==> src/verilog/asr_pkg.sv <==
// Shared constants for the conversion sequencer and its result queue.
// Assumes a single system clock; all counts are in clock cycles.
package asr_pkg;

  // Word addresses on the parallel bus (index 0..7 is instruction memory)
  localparam logic [3:0] ADDR_CONFIG = 4'h8;
  localparam logic [3:0] ADDR_INT_EN = 4'h9;
  localparam logic [3:0] ADDR_INT_STAT = 4'ha;
  localparam logic [3:0] ADDR_TIMER = 4'hb;
  localparam logic [3:0] ADDR_FIFO = 4'hc;
  localparam int unsigned ADDR_IRAM_BIT = 3;

  // Configuration bits
  localparam int unsigned CFG_START = 0;
  localparam int unsigned CFG_RESET = 1;
  localparam int unsigned CFG_CAL_AZ = 2;
  localparam int unsigned CFG_CAL_FULL = 3;
  localparam int unsigned CFG_TAG_IP = 5;
  localparam int unsigned CFG_AZ_EACH = 6;
  localparam logic [15:0] CFG_RESET_VAL = 16'h0000;

  // Instruction word fields
  localparam int unsigned INS_PAUSE = 0;
  localparam int unsigned INS_LOOP = 1;
  localparam int unsigned INS_REDUCED = 8;
  localparam int unsigned INS_TIMER = 9;
  localparam int unsigned INS_WATCH = 11;
  localparam int unsigned INS_ACQ_LSB = 12;
  localparam int unsigned INS_ACQ_W = 4;

  // Interrupt enable and status layout
  localparam int unsigned IEN_IP_LSB = 8;
  localparam int unsigned IEN_THR_LSB = 11;
  localparam int unsigned FLAG_IP = 1;
  localparam int unsigned FLAG_FIFO = 2;
  localparam int unsigned FLAG_CAL_AZ = 3;
  localparam int unsigned FLAG_CAL_FULL = 4;
  localparam int unsigned FLAG_PAUSE = 5;

  // Result entry layout
  localparam int unsigned RES_SIGN = 12;
  localparam int unsigned RES_TOP_LSB = 13;
  localparam logic [3:0] RES_LOW_PAD = 4'he;

  // Queue shape
  localparam int unsigned FIFO_WIDTH = 16;
  localparam int unsigned FIFO_DEPTH = 32;

  // State durations in clock cycles
  localparam int unsigned CNT_W = 21;
  localparam logic [20:0] CNT_ONE = 21'h1;
  localparam logic [20:0] CAL_SHORT_CYC = 21'h4c;
  localparam int unsigned CAL_LONG_CYC = 4944;
  localparam logic [20:0] TIMER_ADD_CYC = 21'h2;
  localparam logic [20:0] ACQ_FULL_BASE = 21'h9;
  localparam logic [20:0] ACQ_RED_BASE = 21'h2;
  localparam logic [20:0] CMP1_CYC = 21'h5;
  localparam logic [20:0] LIM2_CYC = 21'h1;
  localparam logic [20:0] CONV_FULL_CYC = 21'h2c;
  localparam logic [20:0] CONV_RED_CYC = 21'h15;
  localparam logic [20:0] CONV_WATCH_CYC = 21'h5;

  typedef enum logic [7:0] {
    ST_FETCH = 8'h01,
    ST_REST  = 8'h02,
    ST_CAL   = 8'h04,
    ST_DELAY = 8'h08,
    ST_ACQ   = 8'h10,
    ST_CMP1  = 8'h20,
    ST_LIM2  = 8'h40,
    ST_CONV  = 8'h80
  } asr_state_e;

endpackage

==> src/verilog/asr_result_fifo.sv <==
// Result queue storage: parameterised FIFO with valid/ready on both sides.
// Assumes DEPTH is a power of two so the pointers wrap on their own.
`timescale 1ns/1ns
module asr_result_fifo #(
  parameter int unsigned WIDTH = 16,
  parameter int unsigned DEPTH = 32,
  localparam int unsigned AW = $clog2(DEPTH)
) (
  // Clock and reset
  input wire logic clk_sys_in,
  input wire logic rst_in,
  // Filling side
  input wire logic in_valid_in,
  output logic in_ready_out,
  input wire logic [WIDTH-1:0] in_data_in,
  // Draining side
  output logic out_valid_out,
  input wire logic out_ready_in,
  output logic [WIDTH-1:0] out_data_out,
  // Fill level
  output logic [AW:0] count_out
);

  typedef struct packed {
    logic [DEPTH-1:0][WIDTH-1:0] mem;
    logic [AW-1:0] wr;
    logic [AW-1:0] rd;
    logic [AW:0] cnt;
  } asr_fifo_s;

  localparam logic [AW:0] FULL_CNT = (AW+1)'(DEPTH);

  asr_fifo_s q;
  asr_fifo_s next_q;
  logic push;
  logic pop;

  always_comb
  begin
    next_q = q;
    out_valid_out = q.cnt != '0;
    // A pop in the same cycle frees the slot, so a full queue still accepts
    in_ready_out = (q.cnt != FULL_CNT) || out_ready_in;
    out_data_out = q.mem[q.rd];
    count_out = q.cnt;
    push = in_valid_in && in_ready_out;
    pop = out_ready_in && out_valid_out;
    if (push)
    begin
      next_q.mem[q.wr] = in_data_in;
      next_q.wr = q.wr + 1'b1;
    end
    if (pop)
    begin
      next_q.rd = q.rd + 1'b1;
    end
    if (push && !pop)
    begin
      next_q.cnt = q.cnt + 1'b1;
    end
    else if (pop && !push)
    begin
      next_q.cnt = q.cnt - 1'b1;
    end
  end

  always_ff @(posedge clk_sys_in)
  begin
    if (rst_in)
    begin
      q.wr <= '0;
      q.rd <= '0;
      q.cnt <= '0;
      q.mem <= q.mem;
    end
    else
    begin
      q <= next_q;
    end
  end

endmodule

==> src/verilog/asr_sequencer.sv <==
// Conversion sequencer with instruction memory, registers and result queue.
// Assumes an asynchronous parallel host bus (pins synchronised here) and a
// converter core on the same clock presenting its result on conv_data_in.
//
// Overview of operation
// - Read-only 32 x 16 result queue at 1100
// - Bits 3..0 hold low bits or 1110
// - Bits 11..4 magnitude, bit 12 sign
// - Config bit 5 picks sign copies or pointer
// - Push into full queue drops the oldest
// - Eight-bit bus: low byte first, high pops
// - Threshold 11111 interrupts after 31st result
// - Start cleared mid-conversion finishes and stores it
// - Only pause, start low, reset stop sequencer
// - Pointer cleared on reset and loop bit
// - Pointer counts to 111 then wraps
// - Pointer readable in status bits 10..8
// - Fetch reads instruction word in one cycle
// - Rest state holds when stopped, else one cycle
// - Calibration 76 or 4944 cycles per config
// - Delay state lasts 32T plus 2 cycles
// - Acquisition 9+2D or 2+2D cycles
// - First comparison takes five cycles
// - Second limit fetch takes one cycle
// - Conversion 44, 21 or 5 cycles
// - Delay state only when instruction bit 9 set
// - Status read clears all set flags (low byte only on eight-bit bus)
`timescale 1ns/1ns
module asr_sequencer #(
  parameter int unsigned CAL_LONG_CYC = asr_pkg::CAL_LONG_CYC,
  parameter int unsigned FIFO_DEPTH = asr_pkg::FIFO_DEPTH
) (
  // Clock and reset
  input wire logic clk_sys_in,
  input wire logic rst_in,
  // Host bus pins
  input wire logic cs_n_in,
  input wire logic rd_n_in,
  input wire logic wr_n_in,
  input wire logic bus_width_select_in,
  input wire logic byte_select_in,
  input wire logic [3:0] addr_in,
  input wire logic [15:0] data_in,
  output logic [15:0] data_out,
  output logic data_oe_out,
  // Host signalling
  output logic int_n_out,
  output logic dma_req_out,
  // Converter core
  input wire logic [12:0] conv_data_in,
  output logic conv_active_out
);

  localparam int unsigned CW = asr_pkg::CNT_W;
  localparam int unsigned QW = $clog2(FIFO_DEPTH) + 1;
  localparam logic [QW-1:0] FULL_CNT = QW'(FIFO_DEPTH);
  localparam logic [CW-1:0] CAL_LONG_M1 = CW'(CAL_LONG_CYC - 1);

  typedef struct packed {
    logic cs_n;
    logic rd_n;
    logic wr_n;
    logic bw8;
    logic bsel;
    logic [3:0] addr;
    logic [15:0] data;
  } asr_pins_s;

  typedef struct packed {
    asr_pins_s s1;
    asr_pins_s s2;
    logic rd_prev;
    logic wr_prev;
    logic [7:0][15:0] iram;
    logic [15:0] cfg;
    logic [15:0] ien;
    logic [7:0] flags;
    logic [15:0] timer;
    logic [2:0] instruction_pointer;
    logic [15:0] instr;
    asr_pkg::asr_state_e state;
    logic [CW-1:0] cnt;
    logic pause_done;
    logic [QW-1:0] prev_count;
    logic [15:0] rdata;
    logic oe;
    logic int_n;
    logic dma;
    logic conv;
  } asr_seq_s;

  asr_seq_s q;
  asr_seq_s next_q;
  logic fifo_push;
  logic fifo_pop;
  logic fifo_ready;
  logic fifo_valid;
  logic [15:0] fifo_head;
  logic [QW-1:0] fifo_count;
  logic [15:0] result;
  logic [15:0] rword;
  logic [7:0] flag_set;
  logic [7:0] flag_clr;
  logic rd_act;
  logic wr_act;
  logic watch;
  logic reduced;
  logic [CW-1:0] acq_m1;
  logic [CW-1:0] conv_m1;
  logic [CW-1:0] delay_m1;
  logic [2:0] ip_next;

  // Byte lane merge for writes on the eight-bit bus
  function automatic logic [15:0] merge(input logic [15:0] old,
                                        input logic [15:0] d,
                                        input logic bw8,
                                        input logic bsel);
    logic [15:0] r;
    r = d;
    if (bw8)
    begin
      r = bsel ? {d[7:0], old[7:0]} : {old[15:8], d[7:0]};
    end
    return r;
  endfunction

  asr_result_fifo #(
    .WIDTH(asr_pkg::FIFO_WIDTH),
    .DEPTH(FIFO_DEPTH)
  ) u_queue (
    .clk_sys_in(clk_sys_in),
    .rst_in(rst_in),
    .in_valid_in(fifo_push),
    .in_ready_out(fifo_ready),
    .in_data_in(result),
    .out_valid_out(fifo_valid),
    .out_ready_in(fifo_pop),
    .out_data_out(fifo_head),
    .count_out(fifo_count)
  );

  always_comb
  begin
    next_q = q;
    flag_set = '0;
    flag_clr = '0;
    fifo_push = 1'b0;
    fifo_pop = 1'b0;
    rword = '0;
    next_q.s1 = {cs_n_in, rd_n_in, wr_n_in, bus_width_select_in,
                 byte_select_in, addr_in, data_in};
    next_q.s2 = q.s1;
    rd_act = !q.s2.cs_n && !q.s2.rd_n;
    wr_act = !q.s2.cs_n && !q.s2.wr_n;
    next_q.rd_prev = rd_act;
    next_q.wr_prev = wr_act;
    watch = q.instr[asr_pkg::INS_WATCH];
    reduced = q.instr[asr_pkg::INS_REDUCED];
    acq_m1 = ((reduced || watch) ? asr_pkg::ACQ_RED_BASE
                                 : asr_pkg::ACQ_FULL_BASE)
             + CW'({q.instr[asr_pkg::INS_ACQ_LSB +: asr_pkg::INS_ACQ_W],
                    1'b0})
             - asr_pkg::CNT_ONE;
    conv_m1 = (watch ? asr_pkg::CONV_WATCH_CYC
               : reduced ? asr_pkg::CONV_RED_CYC
               : asr_pkg::CONV_FULL_CYC) - asr_pkg::CNT_ONE;
    // Timer value scaled by the 5-bit prescaler
    delay_m1 = {q.timer, 5'h00} + asr_pkg::TIMER_ADD_CYC
               - asr_pkg::CNT_ONE;
    ip_next = q.instr[asr_pkg::INS_LOOP] ? 3'h0
              : q.instruction_pointer + 3'h1;

    // Result entry assembly
    result[15:0] = {{3{conv_data_in[asr_pkg::RES_SIGN]}}, conv_data_in};
    if (reduced)
    begin
      result[3:0] = asr_pkg::RES_LOW_PAD;
    end
    if (q.cfg[asr_pkg::CFG_TAG_IP])
    begin
      result[15:asr_pkg::RES_TOP_LSB] = q.instruction_pointer;
    end

    // Register read data
    case (q.s2.addr)
      asr_pkg::ADDR_CONFIG: rword = q.cfg;
      asr_pkg::ADDR_INT_EN: rword = q.ien;
      asr_pkg::ADDR_INT_STAT: rword = {fifo_count[4:0],
                                       q.instruction_pointer,
                                       q.flags};
      asr_pkg::ADDR_TIMER: rword = q.timer;
      asr_pkg::ADDR_FIFO: rword = fifo_valid ? fifo_head : 16'h0000;
      default:
      begin
        if (!q.s2.addr[asr_pkg::ADDR_IRAM_BIT])
        begin
          rword = q.iram[q.s2.addr[2:0]];
        end
      end
    endcase

    // Bus read: data latched at the start of the strobe
    next_q.oe = rd_act;
    if (rd_act && !q.rd_prev)
    begin
      next_q.rdata = rword;
      if (q.s2.bw8)
      begin
        next_q.rdata = {8'h00, q.s2.bsel ? rword[15:8] : rword[7:0]};
      end
      // Only the high-byte (or whole-word) read advances the queue, so a
      // high byte read first shifts the queue and the low byte is lost
      if (q.s2.addr == asr_pkg::ADDR_FIFO && fifo_valid &&
          (!q.s2.bw8 || q.s2.bsel))
      begin
        fifo_pop = 1'b1;
      end
      if (q.s2.addr == asr_pkg::ADDR_INT_STAT && (!q.s2.bw8 || !q.s2.bsel))
      begin
        flag_clr = '1;
      end
    end

    // Bus write
    if (wr_act && !q.wr_prev)
    begin
      case (q.s2.addr)
        asr_pkg::ADDR_CONFIG:
          next_q.cfg = merge(q.cfg, q.s2.data, q.s2.bw8, q.s2.bsel);
        asr_pkg::ADDR_INT_EN:
          next_q.ien = merge(q.ien, q.s2.data, q.s2.bw8, q.s2.bsel);
        asr_pkg::ADDR_TIMER:
          next_q.timer = merge(q.timer, q.s2.data, q.s2.bw8, q.s2.bsel);
        default:
        begin
          if (!q.s2.addr[asr_pkg::ADDR_IRAM_BIT])
          begin
            next_q.iram[q.s2.addr[2:0]] = merge(q.iram[q.s2.addr[2:0]],
                                                q.s2.data, q.s2.bw8,
                                                q.s2.bsel);
          end
        end
      endcase
    end

    // Sequencer
    if (q.cnt != '0)
    begin
      next_q.cnt = q.cnt - asr_pkg::CNT_ONE;
    end
    case (q.state)
      asr_pkg::ST_FETCH:
      begin
        next_q.instr = q.iram[q.instruction_pointer];
        next_q.state = asr_pkg::ST_REST;
      end
      asr_pkg::ST_REST:
      begin
        // Start is only sampled here, so clearing it never cuts a conversion
        if (next_q.cfg[asr_pkg::CFG_START] &&
            !next_q.cfg[asr_pkg::CFG_RESET])
        begin
          if (q.instr[asr_pkg::INS_PAUSE] && !q.pause_done)
          begin
            next_q.cfg[asr_pkg::CFG_START] = 1'b0;
            next_q.pause_done = 1'b1;
            flag_set[asr_pkg::FLAG_PAUSE] = 1'b1;
          end
          else if (q.cfg[asr_pkg::CFG_CAL_AZ] ||
                   q.cfg[asr_pkg::CFG_CAL_FULL] ||
                   q.cfg[asr_pkg::CFG_AZ_EACH])
          begin
            next_q.pause_done = 1'b0;
            next_q.state = asr_pkg::ST_CAL;
            next_q.cnt = q.cfg[asr_pkg::CFG_CAL_FULL] ? CAL_LONG_M1
                         : asr_pkg::CAL_SHORT_CYC
                           - asr_pkg::CNT_ONE;
          end
          else if (q.instr[asr_pkg::INS_TIMER])
          begin
            next_q.pause_done = 1'b0;
            next_q.state = asr_pkg::ST_DELAY;
            next_q.cnt = delay_m1;
          end
          else
          begin
            next_q.pause_done = 1'b0;
            next_q.state = asr_pkg::ST_ACQ;
            next_q.cnt = acq_m1;
          end
        end
        else
        begin
          // Parked: refetch so words written while stopped are the ones run
          next_q.instr = q.iram[q.instruction_pointer];
        end
      end
      asr_pkg::ST_CAL:
      begin
        if (q.cnt == '0)
        begin
          flag_set[asr_pkg::FLAG_CAL_FULL] = q.cfg[asr_pkg::CFG_CAL_FULL];
          flag_set[asr_pkg::FLAG_CAL_AZ] = !q.cfg[asr_pkg::CFG_CAL_FULL] &&
                                           q.cfg[asr_pkg::CFG_CAL_AZ];
          // One-shot calibration requests clear themselves when done
          next_q.cfg[asr_pkg::CFG_CAL_AZ] = 1'b0;
          next_q.cfg[asr_pkg::CFG_CAL_FULL] = 1'b0;
          next_q.state = q.instr[asr_pkg::INS_TIMER] ? asr_pkg::ST_DELAY
                         : asr_pkg::ST_ACQ;
          next_q.cnt = q.instr[asr_pkg::INS_TIMER] ? delay_m1 : acq_m1;
        end
      end
      asr_pkg::ST_DELAY:
      begin
        if (q.cnt == '0)
        begin
          next_q.state = asr_pkg::ST_ACQ;
          next_q.cnt = acq_m1;
        end
      end
      asr_pkg::ST_ACQ:
      begin
        if (q.cnt == '0)
        begin
          next_q.state = watch ? asr_pkg::ST_CMP1 : asr_pkg::ST_CONV;
          next_q.cnt = watch ? asr_pkg::CMP1_CYC - asr_pkg::CNT_ONE
                       : conv_m1;
        end
      end
      asr_pkg::ST_CMP1:
      begin
        if (q.cnt == '0)
        begin
          next_q.state = asr_pkg::ST_LIM2;
          next_q.cnt = asr_pkg::LIM2_CYC - asr_pkg::CNT_ONE;
        end
      end
      asr_pkg::ST_LIM2:
      begin
        if (q.cnt == '0)
        begin
          next_q.state = asr_pkg::ST_CONV;
          next_q.cnt = conv_m1;
        end
      end
      asr_pkg::ST_CONV:
      begin
        if (q.cnt == '0)
        begin
          fifo_push = !watch;
          next_q.instruction_pointer = ip_next;
          flag_set[asr_pkg::FLAG_IP] =
            ip_next == q.ien[asr_pkg::IEN_IP_LSB +: 3];
          next_q.state = asr_pkg::ST_FETCH;
        end
      end
      default:
      begin
        next_q.state = asr_pkg::ST_FETCH;
      end
    endcase

    // Full queue: drop the oldest entry to make room for the newest
    if (fifo_push && fifo_count == FULL_CNT)
    begin
      fifo_pop = 1'b1;
    end

    // Threshold reached on a rising fill level
    next_q.prev_count = fifo_count;
    if (fifo_count > q.prev_count &&
        fifo_count == {1'b0, q.ien[asr_pkg::IEN_THR_LSB +: 5]})
    begin
      flag_set[asr_pkg::FLAG_FIFO] = 1'b1;
      if (q.ien[asr_pkg::FLAG_FIFO] && !q.flags[asr_pkg::FLAG_FIFO])
      begin
        next_q.dma = 1'b1;
      end
    end
    if (fifo_count == '0)
    begin
      next_q.dma = 1'b0;
    end

    // A flag raised in the cycle of a status read survives the clear
    next_q.flags = (q.flags & ~flag_clr) | flag_set;

    // Reset bit parks the sequencer and clears pointer and flags
    if (next_q.cfg[asr_pkg::CFG_RESET])
    begin
      next_q.state = asr_pkg::ST_FETCH;
      next_q.instruction_pointer = 3'h0;
      next_q.cnt = '0;
      next_q.pause_done = 1'b0;
      next_q.flags = '0;
      next_q.dma = 1'b0;
    end
    next_q.int_n = !(|(next_q.flags & q.ien[7:0]));
    next_q.conv = next_q.state == asr_pkg::ST_CONV;
  end

  always_ff @(posedge clk_sys_in)
  begin
    if (rst_in)
    begin
      q <= '0;
      q.s1 <= '1;
      q.s2 <= '1;
      q.rd_prev <= 1'b0;
      q.wr_prev <= 1'b0;
      q.cfg <= asr_pkg::CFG_RESET_VAL;
      q.state <= asr_pkg::ST_FETCH;
      q.instruction_pointer <= 3'h0;
      q.int_n <= 1'b1;
    end
    else
    begin
      q <= next_q;
    end
  end

  assign data_out = q.rdata;
  assign data_oe_out = q.oe;
  assign int_n_out = q.int_n;
  assign dma_req_out = q.dma;
  assign conv_active_out = q.conv;

endmodule

==> config.mk <==
export PLATFORM = sky130hd
export DESIGN_NAME = asr_sequencer
export DESIGN_NICKNAME = d
export VERILOG_FILES = /design/src/verilog/asr_pkg.sv /design/src/verilog/asr_result_fifo.sv /design/src/verilog/asr_sequencer.sv
export SDC_FILE = /design/constraint.sdc
export NUM_CORES = 1
export LEC_CHECK = 0
export BUFFER_PORTS_ARGS = -buffer_cell sky130_fd_sc_hd__buf_4
export CAP_MARGIN = 0
export CELL_PAD_IN_SITES_DETAIL_PLACEMENT = 0
export CELL_PAD_IN_SITES_GLOBAL_PLACEMENT = 1
export CORE_UTILIZATION = 43
export CTS_CLUSTER_SIZE = 10
export DETAILED_ROUTE_END_ITERATION = 7
export GPL_TIMING_DRIVEN = 0
export PLACE_DENSITY_LB_ADDON = 0.1
export SLEW_MARGIN = 10
export SYNTH_ARGS = -nofsm -noshare
export SYNTH_HDL_FRONTEND = slang
export SYNTH_SLANG_ARGS = --single-unit
==> constraint.sdc <==
create_clock -name clk_sys_in -period 11.18 [get_ports clk_sys_in]
set_input_delay 1.118 -clock clk_sys_in [delete_from_list [all_inputs] [get_ports clk_sys_in]]
set_output_delay 1.118 -clock clk_sys_in [all_outputs]
set_load 0.005 [all_outputs]
After elaboration in Yosys (flattened, before gate mapping)
Index checks and enable logic that the tools add are counted.
- add/sub/neg operators: 11
- magnitude comparators: 7
- equality and inequality tests: 21
- multiplexer cells: 81
- bitwise gates (word level): 7
- reduce and logical (&&, ||, !) cells: 62
- operators by type and width (cell ; count):
    bitwise mux 512 bit ; 1
    two-way mux 16 bit ; 19
    two-way mux 29 bit ; 6
    bitwise mux 128 bit ; 1
    case mux 21 bit (6 select lines) ; 1
    binary-select mux 16 bit (select 3 bit) ; 2
    two-way mux 30 bit ; 3
    binary-select mux 16 bit (select 5 bit) ; 1
    demux 16 bit (select 5 bit) ; 1
    case mux 16 bit (5 select lines) ; 1
    case mux 8 bit (8 select lines) ; 1
    two-way mux 21 bit ; 3
    demux 16 bit (select 3 bit) ; 1
    two-way mux 8 bit ; 6
    subtractor 21 x 1 -> 21 bit, second input constant ; 2
    case mux 16 bit (2 select lines) ; 1
    two-way mux 27 bit ; 1
    two-way mux 6 bit ; 4
    adder 21 x 2 -> 21 bit, second input constant ; 1
    zero test 21 bit ; 1
    AND reduction 3 bit ; 7
    nonzero test 21 bit ; 1
    equality test 4 bit, second input constant ; 5
    two-way mux 20 bit ; 1
    44 further kinds ; 118
- register bits: 838
- input port bits: 40
- output and inout bits: 20
- logic and storage cells: 266

Longest topological paths before layout
Gate-level depths: netlist of the first run.
- depth after elaboration: 13
- mapped depth: 17

Cells and area by module
A second synthesis of the first run with hierarchy kept.
- cells, all modules: 2778
- area, all modules: 35575.4 um^2
- modules (own cells, without submodules) (module ; instances ; cells an instance ; area an instance (um^2)):
    asr_result_fifo ; 1 ; 1004 ; 20768.7
    asr_sequencer ; 1 ; 1774 ; 14806.7

Worst setup path before layout of the first run
OpenSTA, ideal clock, no wires.
- path type: register to register
- from: register q[27] (netlist name)
- to: register u_queue.q, in the netlist u_queue.count_out[5]
- library setup time: 0.059 ns
- arrival time: 3.769 ns
- slack: 7.352 ns
- cell stages (with the launch flop): 18
- period minus slack after synthesis: 3.828 ns
- path through: dfxtp_1 -> inv_1 -> ha_1 -> or3b_2 -> nor4_4 -> nand4_2 -> o41ai_4 -> inv_1 -> ha_1 -> inv_1 -> ha_1 -> a21o_1 -> a21oi_1 -> o21bai_1 -> a21oi_1 -> xnor2_1 -> or4_1 -> nand2_1
- cells in the longest elaborated chain, start to end: 10
- RTL lines (item ; RTL line ; text):
    start, declared ; asr_sequencer.sv:92 ; asr_seq_s q;
    start signal, assigned ; asr_sequencer.sv:418 ; q <= next_q;
    zero test 21 bit * ; asr_sequencer.sv:348 ; if (q.cnt == '0)
    two-way mux 1 bit * ; asr_sequencer.sv:348 ;
    two-way mux 1 bit * ; asr_sequencer.sv:251 ; case (q.state)
    logical AND 1 bit ; asr_sequencer.sv:364 ; if (fifo_push && fifo_count == FULL_CNT)
    two-way mux 1 bit ; asr_sequencer.sv:364 ;
    logical OR 1 bit ; asr_result_fifo.sv:43 ; in_ready_out = (q.cnt != FULL_CNT) || out_ready_in;
    logical AND 1 bit ; asr_result_fifo.sv:46 ; push = in_valid_in && in_ready_out;
    zero test 1 bit ; asr_result_fifo.sv:61 ; else if (pop && !push)
    logical AND 1 bit ; asr_result_fifo.sv:61 ;
    nonzero test 2 bit (no line) ; -- ;
    end signal, assigned ; asr_result_fifo.sv:78 ; q <= next_q;
    end, declared ; asr_result_fifo.sv:33 ; asr_fifo_s q;
Mark *: on every way between the ends. The rest lies on a longest branch, timed or not.
A chain may end at the register's enable or synchronous reset.

Final worst setup path of the first run
- from: register q[278] (netlist name)
- to: register u_queue.q, in the netlist u_queue.count_out[5]
- cells in the longest elaborated chain, start to end: 11
- RTL lines (item ; RTL line ; text):
    equality test 4 bit * ; asr_sequencer.sv:213 ; if (q.s2.addr == asr_pkg::ADDR_FIFO && fifo_valid &&
    logical AND 1 bit * (2 in a row) ; asr_sequencer.sv:213 ;
    two-way mux 1 bit * ; asr_sequencer.sv:213 ;
    two-way mux 1 bit * ; asr_sequencer.sv:204 ; if (rd_act && !q.rd_prev)
    two-way mux 1 bit * ; asr_sequencer.sv:364 ;
    logical OR 1 bit ; asr_result_fifo.sv:43 ;
    logical AND 1 bit ; asr_result_fifo.sv:46 ;
    zero test 1 bit ; asr_result_fifo.sv:61 ;
    logical AND 1 bit ; asr_result_fifo.sv:61 ;
    nonzero test 2 bit (no line) ; -- ;
Marks and branches as above.

==> out/results.ini, run 1 <==
[pwr]
power_density_nw_per_um2 = 169
irDropWorstVdd_mv = 0.152
p_leak_nw = 12.8

[global_routing]
grt_use_met3 = 0.0430
grt_util_met1 = 0.437
top_usage_layer = met1
grt_max_degree = 34
antenna_found_initial = 1
grt_util_met2 = 0.421
grt_pass1_vias = 23220
overflow = 0
track_usage = 0.286
grt_first_pass_wirelength_microns = 168000

[setup_path]
rr_worst_depth = 17
worstPathArrival_ns = 5.58
worstPathCellList = clkbuf_1, buf_2, nand4bb_1, a31oi_1, nand3_1, o41ai_4, inv_1, ha_1, inv_1, ha_1, a21o_1, a21oi_1, o21bai_1, a21oi_1, xnor2_1, or4_1, nand2_1
startpoint_type = flop
end_kind = flop
cp_top_family = compound AO/OA/AOI/OAI gates
crit_buf_inv = 4
slowest_stage = a31oi_1
cp_max_fo = 10
timing.rr.end = u_queue.count_out[5]
reg2reg_slack_ns = 6.20
reg2reg_from = q[278]
worst_ep_required_time_ns = 11.78
critical_path.max_stage_delay_ns = 1.09
path_class = reg -> reg

[synthesis]
yosys.area.top_type = edfxtp_1
synth_area_sq_um = 34900
synth_edf_count = 512
ys_top_cells_by_area = edfxtp_1 44%, dfxtp_1 18%, mux4_2 8.0%
synth_top_cell_area_share = 0.441
ys.flop_type = edfxtp_1
async_reset_ff_frac = 0
ys_ff_latch = 831
synth-seq-area-share = 0.624
syn_avg_cell_area_sq_um = 13.0
synth-warning-count = 0
yosysUniqueCellTypes = 89
synthCells = 2679
syn_nets = 2746

[clocking]
clock_path_buffers = 3
cts_buffers = 96
postCtsSetupRepairBufs = 0
clk_pin_slew_ns = 0.05
cts.repair.resized = 0
cts_hold_buffers = 0
tritoncts = yes
insertion_delay_ns = 0.66
h-tree-depth = 3
clock-sinks = 831
cts_root_buf = clkbuf_16

[route]
wire_per_inst_microns = 29.5
dr.pass1.iters = 7
drc_errors = 0
vias = 24170
drtIter0Drc = 2856
drt_wl_total_microns = 117000
vias_per_cell = 6.07
antenna_left = 0

[layout]
area_growth_pct = 15.6
finalNonFillerCells = 3982
nNetsFinal = 2927
ff_latch_area_sq_um = 21800
drive_gt1_frac = 0.173
fillers = 7018
multi_input_area_sq_um = 12300
antenna_cells = 0

[sta]
maxSlewViolCount = 0
timing.final.crit_share = 0.446
hold_slack_ns = 0.405
skew_ns = 0.0298
max_slew_margin = 0.104
final_hold_viol_count = 0
setup_viol = 0
tns_ns = 0
fmax_mhz = 201
min_period_ns = 4.98
rsz0062_at_grt = false
worstMarginPinSlew_ns = 1.34

[placed_design]
port_buffers = 58
gp_congestion = 0.897
place_inst = 3822
detailed_place_hpwl_microns = 80900

[worst_hold_path]
hp-class = reg -> reg
worstHoldPathCells = 1
min_from = next_q[264]
hold_path_end = q[264]

[floorplanning]
fp.dieW_microns = 287
rows = 104
dieArea_sq_um = 82200
fp.coreArea_sq_um = 80400
start_util = 0.434
die_h_microns = 287
io_pins = 60

[run]
cap_violations = 0

[run_status]
outcome = finished, final reports clean

## power breakdown
| group | internal [W] | total, W | switching, W | leakage, nW |
|---|---|---|---|---|
| sequential | 0.00331 | 0.00335 | 0.0000459 | 7.18 |
| clock | 0.00168 | 0.00292 | 0.00124 | 1.38 |
| combinational | 0.000190 | 0.000542 | 0.000352 | 4.28 |
## layer usage
layer / up-vias / share of wire
li1: 10494 / -
met1: 12391 / 0.46
met2: 1125 / 0.44
met3: 158 / 0.083
met4: 2 / 0.024
met5: - / 0.00011
## through the flow
step           worst slack, ns  instance area, sq um  total power (W)   util
5_1_grt                   5.94                 40300          0.00703  0.501
3_5_place_dp              6.29                 37400          0.00395  0.465
4_1_cts                   6.28                 40300          0.00685  0.501
6_report                  6.20                 40300          0.00682  0.501
3_3_place_gp              5.80                 36600          0.00394  0.455
2_1_floorplan             7.35                 34900          0.00377      -
## kinds of logic after synthesis
kind of cell	after synthesis	synth area share
XOR/XNOR	40	0.0100
multiplexers	256	0.118
flip-flops	831	0.624
AO/OA/AOI/OAI	538	0.106
AND/OR/NAND/NOR	761	0.102
adder cells (fa/ha/maj)	27	0.0101
buffers and inverters	226	0.0292
## registers in the layout (all words and copies together) (netlist names)
signal,count
u_queue.q,522
q,258
next_q,25
data_out,16
u_queue.count_out,6
conv_active_out,1
data_oe_out,1
dma_req_out,1
int_n_out,1
## how the worst max path moves through the flow
stage / start / endpoint / slack (ns) / depth (start not counted)
global placement: q[27] / u_queue.q[477] / 5.80 / 9
finish: q[278] / u_queue.count_out[5] / 6.20 / 17
floorplan: q[27] / u_queue.count_out[5] / 7.35 / 17
global route: q[278] / u_queue.count_out[5] / 5.94 / 17
detailed placement: q[278] / u_queue.count_out[5] / 6.29 / 17
CTS: q[278] / u_queue.count_out[5] / 6.28 / 17
## final cells by class
cell class	count	share of cell area
inverters	37	0.00351
plain buffers	189	0.0218
clock buffers	152	0.0673
repair buffers	83	0.0243
clock inverters	8	0.00435
flip-flops and latches	831	0.540
multi-input cells	1622	0.306
well taps	1060	0.0329
## cell usage after synthesis (43+ instances only)
| cell | count |
|---|---|
| nor2_1 | 216 |
| nand3_1 | 43 |
| a21oi_1 | 159 |
| a211oi_1 | 106 |
| edfxtp_1 | 512 |
| nand2_1 | 288 |
| o21ai_0 | 44 |
| dfxtp_1 | 319 |
| mux4_2 | 124 |
| mux2i_1 | 121 |
| or2_2 | 56 |
| clkbuf_1 | 121 |
## layout by cell type (no fill, tap or decap), drive strengths merged, types with 106 or more instances in the layout
cell	instances
edfxtp	512
clkbuf	273
dfxtp	319
mux2i	121
a21oi	159
mux4	124
a211oi	106
nand2	289
buf	151
nor2	217
(Power assumes the default switching activity.)
==> inputs of run 2 (changes only) <==
clock period = 4.75 ns   (was 11.18 ns; I/O delays follow)
==> run 2 against run 1 <==
  * Critical path depth stayed put
  * Setup slack worse by 5.8 ns
  * Clock-buffer cell count stayed put
  * Via count is 0.27% higher
  * Sequential power is 140% higher
  * Fmax is 13% higher
  * Sequential share of layout area is 0.26 points lower
  * Critical path type unchanged
  * Critical endpoint unchanged
==> out/results.ini, run 2 (synthesis gave the netlist of run 1 again) <==
[sta]
max_slew_margin = 0.185
skew_ns = 0.0279
final_hold_viol_count = 0
hold_slack_ns = 0.0246
rsz0062_at_grt = false
fmax_mhz = 227
maxSlewViolCount = 0
setup_viol = 0
worstMarginPinSlew_ns = 1.22
timing.final.crit_share = 0.925
min_period_ns = 4.40
setup_slack_ns = 0.354

[global_routing]
grt_max_degree = 34
antenna_found_initial = 1
overflow = 0
grt_first_pass_wirelength_microns = 168000
grt_pass1_vias = 23337
track_usage = 0.286

[run_status]
outcome = finished, final reports clean

[setup_path]
startpoint_type = flop
cp_max_fo = 10
slowest_stage = a31oi_2
cp_top_family = compound AO/OA/AOI/OAI gates
reg2reg_slack_ns = 0.35
worstPathArrival_ns = 5.00
worstPathCellList = clkbuf_1, buf_2, nand4bb_1, a31oi_2, nand3_1, o41ai_4, inv_1, ha_1, inv_1, ha_1, a21o_1, a21oi_1, o21bai_1, a21oi_1, xnor2_1, or4_1, nand2_1
crit_buf_inv = 4
worst_ep_required_time_ns = 5.35
critical_path.max_stage_delay_ns = 0.74
path_class = reg -> reg
end_kind = flop

[floorplanning]
start_util = 0.434
rows = 104
io_pins = 60
dieArea_sq_um = 82200
fp.dieW_microns = 287
fp.coreArea_sq_um = 80400
die_h_microns = 287

[clocking]
cts_root_buf = clkbuf_16
clk_pin_slew_ns = 0.05
clock-sinks = 831
clock_path_buffers = 3
tritoncts = yes
cts_buffers = 96
insertion_delay_ns = 0.66
h-tree-depth = 3

[layout]
mostFrequentLayoutCell = edfxtp_1
stdcell_area_sq_um = 40500
max_flop_register = u_queue.q
antenna_cells = 0
nNetsFinal = 2946
layout_common_cells = 512 x edfxtp_1, 319 x dfxtp_1, 288 x nand2_1
largest_reg_flops = 522
finalNonFillerCells = 4001
utilization = 0.504
area_growth_pct = 16.1
drive_gt1_frac = 0.173

[route]
wire_per_inst_microns = 29.4
vias_per_cell = 6.06
vias = 24236
drt_wl_total_microns = 118000
antenna_left = 0
drc_errors = 0
dr.pass1.iters = 6
drtIter0Drc = 2876

[placed_design]
detailed_place_hpwl_microns = 80900
placed_area_sq_um = 37400
place_inst = 3822
port_buffers = 58
pre_cts_slack_ns = -0.144
gp_congestion = 0.897

[worst_hold_path]
hp-class = in -> reg

[pwr]
p_comb_frac = 0.080
seqPwrFrac = 0.491
internal_power_w = 0.0122
p_sw_frac = 0.241
power_density_nw_per_um2 = 397
switching_power_w = 0.00387
power.clock.fraction = 0.429
p_leak_nw = 12.9
irDropWorstVdd_mv = 0.360

[run]
cap_violations = 0

## run 2: per-layer routing
metal / up-vias / track usage / part of all wire
met4: 2 / 0.0793 / 0.025
met3: 167 / 0.0444 / 0.083
met5: - / 0 / 0.00011
met2: 1153 / 0.422 / 0.44
met1: 12381 / 0.436 / 0.46
li1: 10533 / - / -
## run 2: per-stage QoR
stage	TNS [ns]	total power, W
CTS	0	0.0161
floorplan	0	0.00886
global placement	-221.64	0.00927
global route	0	0.0166
detailed placement	-0.144	0.00929
finish	0	0.0161
## run 2: layout make-up
class	instances	area (sq um)
multi-input combinational	1622	12300
clock inverter	8	175
sequential	831	21800
clock buffer	152	2710
fill	6996	39900
inverter	37	141
timing repair buffer	102	1170
buffer	189	878
tap	1060	1330
## run 2: power by group through the flow
| stage | clock network, W | registers [W] | logic [W] |
|---|---|---|---|
| 6_report | 0.00689 | 0.00789 | 0.00129 |
| 5_1_grt | 0.00723 | 0.00790 | 0.00142 |
| 4_1_cts | 0.00697 | 0.00789 | 0.00128 |
| 3_5_place_dp | 0 | 0.00804 | 0.00126 |
| 3_3_place_gp | 0 | 0.00803 | 0.00123 |
| 2_1_floorplan | 0 | 0.00799 | 0.000870 |
## run 2: final timing paths
path | start | endpoint | depth (start not counted)
setup / recovery | q[278] | u_queue.count_out[5] | 17
hold / removal | addr_in[1] | next_q[278] | 2
setup reg to reg | q[278] | u_queue.count_out[5] | 17
hold reg to reg | next_q[264] | q[264] | 1
## run 2: repair_timing
action                                  CTS  global route
setup buffers                             1             0
endpoints found under the hold margin    18             0
hold buffers                             18             0
endpoints found under the setup margin    1             0
resized for setup                         1             0
